[src/inc/gdp_pkg.sv]
// How it works
// port D: eight stored bits, one per pin
// port E: eight stored bits, one per pin
// port F: bits 6..0 stored, bit 7 reads zero
// two-bit pin code selects function per pin
// output pins read back the stored bit
// input pins read back the synced level
// other-function pins read back the stored bit
// output pins drive the stored bit out
// non-output pins store writes without driving
// port D stored bits clear at power-on
// port E clears; pins start pulled-up inputs
// port F pins start pulled-up inputs
// only power-on reset clears stored bits
// per-pin pull-up follows the pin code
// port F bit 7 ignores writes, reads zero
`default_nettype none
package gdp_pkg;
   // bus widths
   localparam int unsigned ADDR_W   = 4;
   localparam int unsigned DATA_W   = 8;
   localparam int unsigned CODE_W   = 2 * DATA_W;
   localparam int unsigned F_PINS   = 7;
   localparam int unsigned F_CODE_W = 2 * F_PINS;
   // register offsets
   localparam logic [ADDR_W-1:0] OFF_PORT_D = 4'h0;
   localparam logic [ADDR_W-1:0] OFF_PORT_E = 4'h1;
   localparam logic [ADDR_W-1:0] OFF_PORT_F = 4'h2;
   // pin function codes
   localparam logic [1:0] FUNC_OTHER   = 2'h0;
   localparam logic [1:0] FUNC_OUTPUT  = 2'h1;
   localparam logic [1:0] FUNC_IN_PU   = 2'h2;
   localparam logic [1:0] FUNC_IN_NOPU = 2'h3;
   // field position of the reserved port F bit
   localparam int unsigned F_RSVD_BIT = 7;
   // reset values
   localparam logic [DATA_W-1:0] RST_PORT_D = 8'h00;
   localparam logic [DATA_W-1:0] RST_PORT_E = 8'h00;
   localparam logic [DATA_W-1:0] RST_PORT_F = 8'h00;
   localparam logic [DATA_W-1:0] RST_PULLUP = 8'hFF;
   localparam logic [DATA_W-1:0] RST_OE     = 8'h00;
   localparam logic [DATA_W-1:0] RD_IDLE    = 8'h00;
   // synchroniser depth for pin levels
   localparam int unsigned SYNC_STAGES = 2;
endpackage
`default_nettype wire

[src/inc/gdp_store_if.sv]
`timescale 1ns/1ps
`default_nettype none
// write request into one port's stored bits, and the bits back
interface gdp_store_if;
   logic       wrEn;       // one-cycle store strobe
   logic [7:0] wrData;     // value to store
   logic [7:0] storedBits; // present stored bits
   // storage side
   modport store (input wrEn, input wrData, output storedBits);
   // decoder side
   modport ctrl (output wrEn, output wrData, input storedBits);
endinterface
`default_nettype wire

[src/hdl/gdp_data_ports.sv]
`timescale 1ns/1ps
`default_nettype none
// data side of three general-purpose pin ports
module gdp_data_ports (
   input  wire logic                          clock,
   input  wire logic                          reset_n,
   // register port
   input  wire logic [gdp_pkg::ADDR_W-1:0]    regAddr,
   input  wire logic [gdp_pkg::DATA_W-1:0]    regWrData,
   input  wire logic                          regWrite,
   input  wire logic                          regRead,
   output var  logic [gdp_pkg::DATA_W-1:0]    regRdData,
   // pin codes from the pin function controller
   input  wire logic [gdp_pkg::CODE_W-1:0]    portDFuncCode,
   input  wire logic [gdp_pkg::CODE_W-1:0]    portEFuncCode,
   input  wire logic [gdp_pkg::F_CODE_W-1:0]  portFFuncCode,
   // port D pins
   input  wire logic [gdp_pkg::DATA_W-1:0]    portDPinIn,
   output var  logic [gdp_pkg::DATA_W-1:0]    portDPinOut,
   output var  logic [gdp_pkg::DATA_W-1:0]    portDPinOe,
   output var  logic [gdp_pkg::DATA_W-1:0]    portDPullUp,
   // port E pins
   input  wire logic [gdp_pkg::DATA_W-1:0]    portEPinIn,
   output var  logic [gdp_pkg::DATA_W-1:0]    portEPinOut,
   output var  logic [gdp_pkg::DATA_W-1:0]    portEPinOe,
   output var  logic [gdp_pkg::DATA_W-1:0]    portEPullUp,
   // port F pins
   input  wire logic [gdp_pkg::F_PINS-1:0]    portFPinIn,
   output var  logic [gdp_pkg::F_PINS-1:0]    portFPinOut,
   output var  logic [gdp_pkg::F_PINS-1:0]    portFPinOe,
   output var  logic [gdp_pkg::F_PINS-1:0]    portFPullUp
);
   import gdp_pkg::*;

   // ---- functions

   // per-pin match of a packed code vector against one code
   function automatic logic [DATA_W-1:0] codeMask(
      input logic [CODE_W-1:0] codes,
      input logic [1:0]        match
   );
      logic [DATA_W-1:0] mask;
      mask = '0;
      for (int i = 0; i < DATA_W; i++) begin
         mask[i] = (codes[2*i +: 2] == match);
      end
      return mask;
   endfunction

   // pins whose code selects a general input, either pull-up setting
   function automatic logic [DATA_W-1:0] inputMask(
      input logic [CODE_W-1:0] codes
   );
      return codeMask(codes, FUNC_IN_PU) | codeMask(codes, FUNC_IN_NOPU);
   endfunction

   // value returned for a read of one port
   function automatic logic [DATA_W-1:0] readValue(
      input logic [CODE_W-1:0] codes,
      input logic [DATA_W-1:0] stored,
      input logic [DATA_W-1:0] pins
   );
      logic [DATA_W-1:0] inMask;
      inMask = inputMask(codes);
      // stored bit for output and other function, pin for input
      return (stored & ~inMask) | (pins & inMask);
   endfunction

   // ---- internal signals

   logic [DATA_W-1:0]   syncD;       // synced port D levels
   logic [DATA_W-1:0]   syncE;       // synced port E levels
   logic [F_PINS-1:0]   syncF;       // synced port F levels
   logic [CODE_W-1:0]   codesF;      // port F codes widened to eight pins
   logic [DATA_W-1:0]   pinsF;       // port F levels widened to eight pins
   logic [DATA_W-1:0]   next_rdData; // read data for the next cycle
   logic [DATA_W-1:0]   oeMaskF;     // port F drive mask on eight pins
   logic [DATA_W-1:0]   puMaskF;     // port F pull-up mask on eight pins

   // one store channel per port
   gdp_store_if storeD ();
   gdp_store_if storeE ();
   gdp_store_if storeF ();

   // ---- pin level synchronisers

   gdp_pin_sync #(.WIDTH(DATA_W)) u_sync_d (
      .clock     (clock),
      .reset_n   (reset_n),
      .pinLevel  (portDPinIn),
      .syncLevel (syncD)
   );

   gdp_pin_sync #(.WIDTH(DATA_W)) u_sync_e (
      .clock     (clock),
      .reset_n   (reset_n),
      .pinLevel  (portEPinIn),
      .syncLevel (syncE)
   );

   gdp_pin_sync #(.WIDTH(F_PINS)) u_sync_f (
      .clock     (clock),
      .reset_n   (reset_n),
      .pinLevel  (portFPinIn),
      .syncLevel (syncF)
   );

   // ---- stored data bits

   // port D: eight stored bits
   gdp_port_store #(
      .WIDTH       (DATA_W),
      .RESET_VALUE (RST_PORT_D)
   ) u_store_d (
      .clock   (clock),
      .reset_n (reset_n),
      .bus     (storeD.store)
   );

   // port E: eight stored bits
   gdp_port_store #(
      .WIDTH       (DATA_W),
      .RESET_VALUE (RST_PORT_E)
   ) u_store_e (
      .clock   (clock),
      .reset_n (reset_n),
      .bus     (storeE.store)
   );

   // port F: seven stored bits, top bit reserved
   gdp_port_store #(
      .WIDTH       (F_PINS),
      .RESET_VALUE (RST_PORT_F)
   ) u_store_f (
      .clock   (clock),
      .reset_n (reset_n),
      .bus     (storeF.store)
   );

   // ---- write decode

   // a write stores the bit whatever the pin code says
   assign storeD.wrEn   = regWrite && (regAddr == OFF_PORT_D);
   assign storeE.wrEn   = regWrite && (regAddr == OFF_PORT_E);
   assign storeF.wrEn   = regWrite && (regAddr == OFF_PORT_F);
   assign storeD.wrData = regWrData;
   assign storeE.wrData = regWrData;
   assign storeF.wrData = regWrData; // bit 7 dropped by the store

   // ---- read path

   // port F padded: reserved pin code selects stored bit, which is zero
   assign codesF = {FUNC_OTHER, portFFuncCode};
   assign pinsF  = {1'b0, syncF};
   // port F masks over the padded codes, cut to seven pins where used
   assign oeMaskF = codeMask(codesF, FUNC_OUTPUT);
   assign puMaskF = codeMask(codesF, FUNC_IN_PU);

   // read mux; unmapped offsets return zero
   always_comb begin
      next_rdData = RD_IDLE;
      if (regRead) begin
         case (regAddr)
            OFF_PORT_D: begin
               next_rdData = readValue(portDFuncCode, storeD.storedBits, syncD);
            end
            OFF_PORT_E: begin
               next_rdData = readValue(portEFuncCode, storeE.storedBits, syncE);
            end
            OFF_PORT_F: begin
               next_rdData = readValue(codesF, storeF.storedBits, pinsF);
            end
            default: begin
               next_rdData = RD_IDLE;
            end
         endcase
      end
   end

   // read data stands only in the cycle after the strobe
   always_ff @(posedge clock or negedge reset_n) begin
      if (!reset_n) begin
         regRdData <= RD_IDLE;
      end else begin
         regRdData <= next_rdData;
      end
   end

   // ---- pin drive

   // driven level is the stored bit itself
   assign portDPinOut = storeD.storedBits;
   assign portEPinOut = storeE.storedBits;
   assign portFPinOut = storeF.storedBits[F_PINS-1:0];

   // port D enables: drive only in general output mode
   always_ff @(posedge clock or negedge reset_n) begin
      if (!reset_n) begin
         portDPinOe <= RST_OE;
      end else begin
         portDPinOe <= codeMask(portDFuncCode, FUNC_OUTPUT);
      end
   end

   // port E enables
   always_ff @(posedge clock or negedge reset_n) begin
      if (!reset_n) begin
         portEPinOe <= RST_OE;
      end else begin
         portEPinOe <= codeMask(portEFuncCode, FUNC_OUTPUT);
      end
   end

   // port F enables
   always_ff @(posedge clock or negedge reset_n) begin
      if (!reset_n) begin
         portFPinOe <= RST_OE[F_PINS-1:0];
      end else begin
         portFPinOe <= oeMaskF[F_PINS-1:0];
      end
   end

   // ---- pull-ups

   // port D pull-ups; start on, as pins wake as pulled-up inputs
   always_ff @(posedge clock or negedge reset_n) begin
      if (!reset_n) begin
         portDPullUp <= RST_PULLUP;
      end else begin
         portDPullUp <= codeMask(portDFuncCode, FUNC_IN_PU);
      end
   end

   // port E pull-ups
   always_ff @(posedge clock or negedge reset_n) begin
      if (!reset_n) begin
         portEPullUp <= RST_PULLUP;
      end else begin
         portEPullUp <= codeMask(portEFuncCode, FUNC_IN_PU);
      end
   end

   // port F pull-ups
   always_ff @(posedge clock or negedge reset_n) begin
      if (!reset_n) begin
         portFPullUp <= RST_PULLUP[F_PINS-1:0];
      end else begin
         portFPullUp <= puMaskF[F_PINS-1:0];
      end
   end
endmodule // gdp_data_ports
`default_nettype wire

[src/hdl/gdp_pin_sync.sv]
`timescale 1ns/1ps
`default_nettype none
// two-stage synchroniser for asynchronous pin levels
module gdp_pin_sync #(
   parameter int unsigned WIDTH = 8
) (
   input  wire logic             clock,
   input  wire logic             reset_n,
   input  wire logic [WIDTH-1:0] pinLevel,
   output var  logic [WIDTH-1:0] syncLevel
);
   logic [WIDTH-1:0] metaLevel; // first stage, read by second only

   // both stages clear at power-on
   always_ff @(posedge clock or negedge reset_n) begin
      if (!reset_n) begin
         metaLevel <= '0;
         syncLevel <= '0;
      end else begin
         metaLevel <= pinLevel;
         syncLevel <= metaLevel;
      end
   end
endmodule // gdp_pin_sync
`default_nettype wire

[src/hdl/gdp_port_store.sv]
`timescale 1ns/1ps
`default_nettype none
// stored data bits of one port; unused upper bits read zero
module gdp_port_store #(
   parameter int unsigned WIDTH       = 8,
   parameter logic [7:0]  RESET_VALUE = 8'h00
) (
   input  wire logic clock,
   input  wire logic reset_n,
   gdp_store_if.store bus
);
   genvar i;
   // one flop per implemented pin
   generate
      for (i = 0; i < 8; i++) begin : g_bit
         if (i < WIDTH) begin : g_used
            logic storedBit; // stored level of this pin
            // cleared by power-on reset only; loaded by a write, holds through anything else
            always_ff @(posedge clock or negedge reset_n) begin
               if (!reset_n) begin
                  storedBit <= RESET_VALUE[i];
               end else if (bus.wrEn) begin
                  storedBit <= bus.wrData[i];
               end
            end
            // each bit of the shared vector has one continuous driver
            assign bus.storedBits[i] = storedBit;
         end else begin : g_rsvd
            // reserved bit: no storage, writes dropped
            assign bus.storedBits[i] = 1'b0;
         end
      end
   endgenerate
endmodule // gdp_port_store
`default_nettype wire

[config.mk]
export PLATFORM = sky130hd
export DESIGN_NAME = gdp_data_ports
export DESIGN_NICKNAME = d
export VERILOG_FILES = /design/src/inc/gdp_pkg.sv /design/src/inc/gdp_store_if.sv /design/src/hdl/gdp_data_ports.sv /design/src/hdl/gdp_pin_sync.sv /design/src/hdl/gdp_port_store.sv
export SDC_FILE = /design/constraint.sdc
export NUM_CORES = 1
export LEC_CHECK = 0
export ABC_AREA = 1
export BUFFER_PORTS_ARGS = -buffer_cell sky130_fd_sc_hd__buf_4
export CAP_MARGIN = 40
export CORE_MARGIN = 3
export CORE_UTILIZATION = 44
export CTS_CLUSTER_SIZE = 12
export DETAILED_ROUTE_END_ITERATION = 6
export PLACE_DENSITY = 0.75
export SETUP_SLACK_MARGIN = 0.4
export SLEW_MARGIN = 20
export SYNTH_ARGS = -nofsm -noshare
export SYNTH_HDL_FRONTEND = slang
export SYNTH_SLANG_ARGS = --single-unit
[constraint.sdc]
create_clock -name clock -period 0.8 [get_ports clock]
set_input_delay 0.12 -clock clock [delete_from_list [all_inputs] [get_ports clock]]
set_output_delay 0.12 -clock clock [all_outputs]
set_load 0.1 [all_outputs]
* After elaboration in Yosys (flattened, before gate mapping)
Index checks and enable logic that the tools add are counted.
** Storage, ports and cells
- Output and inout port bits :: 77
- Logic and storage cells :: 128
- Bits in registers :: 123
** Cells by class
- Equal/unequal tests :: 71
- Multiplexer cells :: 2
- Reductions and logical operators :: 4
- Bitwise operators :: 15
** Operators by type and width (count)
- $eq A2 B2 Y1 const B :: 46
- $eq A2 B1 Y1 const B :: 23
- $and A8 B8 Y8 :: 4
- $or A8 B8 Y8 :: 4
- $pmux W8 S3 :: 1
- $not A8 Y8 :: 2
- $and A7 B8 Y8 :: 1
- $mux W8 :: 1
- $not A7 Y8 :: 1
- $or A8 B7 Y8 :: 1
- $and A7 B7 Y7 :: 1
- $or A7 B7 Y7 :: 1
- $eq A4 B1 Y1 const B :: 1
- $eq A4 B2 Y1 const B :: 1
- $logic_not A4 Y1 :: 1
- $logic_and A1 B1 Y1 :: 3

* Logic depth before layout (Yosys ltp)
- Depth in word-level cells :: 7
- Mapped depth :: 7
- Gate-level depth less buffers :: 7

* Cells and area by module
From an unflattened synthesis, not the netlist that was laid out.
** Second synthesis, totals
- Cells, all modules :: 448
- Area, all modules :: 4471.8 um2
** Modules (own cells, without submodules)
- gdp_data_ports :: area each 2257.2 um2, cells an instance 279, instances 1, sequential area each 1380.1 um2
- gdp_pin_sync (u_sync_d ...) :: area each 400.4 um2, cells an instance 16, instances 2, sequential area each 400.4 um2
- gdp_port_store (u_store_d ...) :: area each 365.4 um2, cells an instance 42, instances 2, sequential area each 200.2 um2
- gdp_pin_sync (u_sync_f) :: area each 350.3 um2, cells an instance 14, instances 1, sequential area each 350.3 um2
- gdp_port_store (u_store_f) :: area each 332.8 um2, cells an instance 39, instances 1, sequential area each 175.2 um2

* Worst setup path before layout
OpenSTA, ideal clock, no wires.
- Path type :: register to output
- Start :: reg portDPinOe[0] (netlist bit)
- End :: out portDPinOe[0] (netlist bit)
- Path buffers :: 0
- Required time :: 680 ps
- Arrival time :: 883 ps
- Setup slack :: -203 ps
- Cell stages (with the launch flop) :: 1
- Cells stage by stage :: dfrtp_1
** RTL lines
- start, declared :: line gdp_data_ports.sv:20 : output var logic [gdp_pkg::DATA_W-1:0] portDPinOe,
- start signal, assigned :: line gdp_data_ports.sv:201 : portDPinOe <= codeMask(portDFuncCode, FUNC_OUTPUT);
No word-level cell between the ends.

* Final worst setup path
- Start :: reg portDPullUp[5] (netlist bit)
- End :: out portDPullUp[5] (netlist bit)
** RTL lines
- start, declared :: line gdp_data_ports.sv:21 : output var logic [gdp_pkg::DATA_W-1:0] portDPullUp,
- start signal, assigned :: line gdp_data_ports.sv:230 : portDPullUp <= codeMask(portDFuncCode, FUNC_IN_PU);
No word-level cell between the ends.

==> results.md <==
* Status: complete, but fails checks
* Failing checks: hold timing, setup timing
* Final setup margin at -0.6645 ns
* # DRC at 0
* Worst path arrival time at 1.34 ns
* Int Power at 15.12 mW
* Final Skew at approximately 0.011 ns
* Period utilization at 183.1%
* Detailed Place HPWL at 7699 um
* Ant. Diodes at 0
* Setup violators final at roughly 100
* Sequential power share at 32.5%
* Max Buffers Root-to-Sink at 2
* Clk_lat worst skew at 0.53 ns
* Crit. End Element: output pin
* Total wire length at 16760 um
* Max Fclk at 682.8 MHz
* Number of global-route vias before repair at 4333
* Starting Density at between 40 and 50%
* CP delay by family, top: flip-flops
* Net Sw Power at 7.648 mW
* Fraction of layout cells with a size suffix above 1 at 59.23%
* Min-delay worst type: input pin to async pin
* Avg Synthesized Cell Area at 10.70 sq um
* Initial antenna violation count at 0
* Mapped Area at 4536 sq um
* Final Instance Area at roughly 8600 sq um
* Clock transition at path regs at 0.06 ns
* Crit-path slowest cell: dfstp_4
* CTS Root Cell: clkbuf_8
* Clk pwr share at 34.8%
* Via/cell ratio at 4.857
* Drt pass-1 iters at 4
* CTS tree: built
* Cells after Synth at approximately 420
* Clock sink count at between 100 and 150
* Final hold violations at 200
* Critical path, cell by cell: buf_12
* Multi-input gate area at approximately 1200 sq um
* Core Region at 9910 sq um
* Post-synthesis register bit count at 123
* Logic gate share of total power at 32.7%
* Final nets at 744
* DP Area at 6136 sq um
* Critical path type: flip-flop to output pin
* Syn nets at 509
* Flip-flop and latch area at between 3000 and 4000 sq um
* TritonCTS buffer count at 17
* First-pass GRT wire length at between 20000 and 25000 um
* Worst-case vdd ir drop at 1749 uV
* Crit Path Max Fanout at 1
* All-Layer GR Usage at between 20% and 30%
* Worst path max stage delay at 0.64 ns
* Die area at 11560 sq um
* Routed Antenna Nets at 0
* Post-synthesis sequential area ratio at 68.50%
* Die height at 107.5 um
* Power density over cell area at 2636 nW/um^2
* Ys Warns at 0
* Worst-Margin Slew at 0.3465 ns
* RSZ-0062 raised after global routing: yes
* Worst EP required at just under 0.7 ns
* RePlAce Congestion at approximately 0.75
* Hold Buf Count CTS at 23
* Leak at 4.240 nW
* # rows at 36
* Post-Route Setup TNS at -46.47 ns
* Critical path buffer and inverter count at 1
* Fillers at ~400
* Minimum clock period at 1.464 ns
* Area grow syn2layout at 90.40%
* Via count at 3910
* Die Wd at 107.5 um
* Buffers added on ports at 161
* Hold WS at -0.5716 ns
* Max-Slew Margin vs Limit at 76.88%
* # IOs at ~160
* Max Cap Violations at 0
* H-Tree Depth at 4
* DR WL/cell at 20.82 um
* Fin. max-slew vios at 0
* Sw frac at 33.60%
* GR Overflow Total at 0
* Crit path launch type: flip-flop
* Synth cell types at 15
* Largest net degree at the start of global routing at 52
* Number of DRC markers in iteration 0 at just over 200
## power by group through the flow
stage,logic (mW),clock network (mW),registers (mW)
final,7.44,7.91,7.41
after global routing,7.69,8.24,7.43
after CTS,6.58,7.81,7.34
after detailed placement,4.82,0,7.25
after global placement,4.77,0,7.23
after floorplan,3.42,0,8.27
## kinds of logic (layout without fill, tap and decap cells)
group / count (synthesis) / in the layout / share of synthesized area [%]
buf+inv: 92 / 340 / 10.01
compound gates: 24 / 24 / 4.607
flops: 123 / 123 / 68.50
simple gates: 185 / 185 / 16.88
## per-stage QoR
stage | hold WS, ns | cells | power (mW) | setup WS, ns | utilization [%]
2_1_floorplan | -0.1756 | 424 | 11.69 | -0.07959 | -
3_3_place_gp | -0.03200 | 706 | 12.00 | -0.2681 | 61.92
3_5_place_dp | -0.03461 | 706 | 12.07 | -0.2878 | 61.92
4_1_cts | -0.5869 | 784 | 21.73 | -0.6560 | 83.46
5_1_grt | -0.5790 | 805 | 23.36 | -0.6801 | 87.15
6_report | -0.5716 | 805 | 22.76 | -0.6645 | 87.15
## registers in the layout (all words and copies together) (netlist names)
register and count:
portDPinOe 8, portDPullUp 8, portEPinOe 8, portEPullUp 8, regRdData 8, u_store_d.g_bit.g_used.storedBit 8, u_store_e.g_bit.g_used.storedBit 8, u_sync_d.metaLevel 8
u_sync_d.syncLevel 8, u_sync_e.metaLevel 8, u_sync_e.syncLevel 8, portFPinOe 7, portFPullUp 7, u_store_f.g_bit.g_used.storedBit 7, u_sync_f.metaLevel 7, u_sync_f.syncLevel 7
## area by class of cell
cell class	count	area share (%)
Tap cell	133	1.927
Timing Repair Buffer	243	35.67
Inverter	65	3.332
Sequential cell	123	38.42
Multi-Input combinational cell	209	13.65
Clock buffer	25	5.723
Clock inverter	7	1.275
## cells in the mapped netlist
master / count / area [sq um]
dfrtp_1: 100 / 2502
inv_1: 61 / 229.0
nand2_2: 7 / 43.79
clkbuf_1: 1 / 3.750
dfstp_2: 23 / 604.3
buf_4: 23 / 172.7
nand3_1: 7 / 35.03
a21boi_0: 1 / 7.510
nand2_1: 119 / 446.7
nor2_1: 46 / 172.7
inv_2: 4 / 15.01
buf_6: 3 / 33.78
nand2_4: 3 / 33.78
o21ai_2: 23 / 201.4
nor2_4: 3 / 33.78
## path summary, 6_finish.rpt
| path | depth (start not counted) | slack, ns | endpoint | start |
|---|---|---|---|---|
| max | 1 | -0.66 | portDPullUp[5] | portDPullUp[5] |
| min | 1 | -0.57 | u_sync_d.syncLevel[1] | reset_n |
| max reg2reg | 8 | -0.43 | regRdData[1] | u_store_d.g_bit[1].g_used.storedBit |
| min reg2reg | 0 | 0.35 | u_sync_e.syncLevel[0] | u_sync_e.metaLevel[0] |
| max in group asynchronous | 2 | 0.80 | portFPullUp[0] | reset_n |
| min in group clock | 2 | -0.28 | portEPullUp[6] | portEFuncCode[12] |
## layout by cell type (no fill, tap or decap), types with 22 or more instances in the layout
master          n
inv_1          60
dfstp_4        23
buf_4          89
nand2_2        37
nand2_1        75
dlygate4sd3_1  22
nor2_1         46
buf_12         80
o21ai_2        23
buf_6          50
dfrtp_4        30
dfrtp_1        60
## routing by layer
layer	global-route usage [%]	wire, um	vias to the layer above
met2	47.87	9172	193
met1	29.46	5919	1970
met3	9.238	1125	43
met4	12.17	541	0
met5	0	0	-
li1	-	-	1704
## what timing repair did
item | CTS | global route
resized for setup | 285 | 61
buffers inserted | 23 | 21
hold endpoints to repair | 223 | 192
endpoints found under the setup margin | 131 | 132
pin swaps | 10 | 24
(Power assumes the default switching activity.)
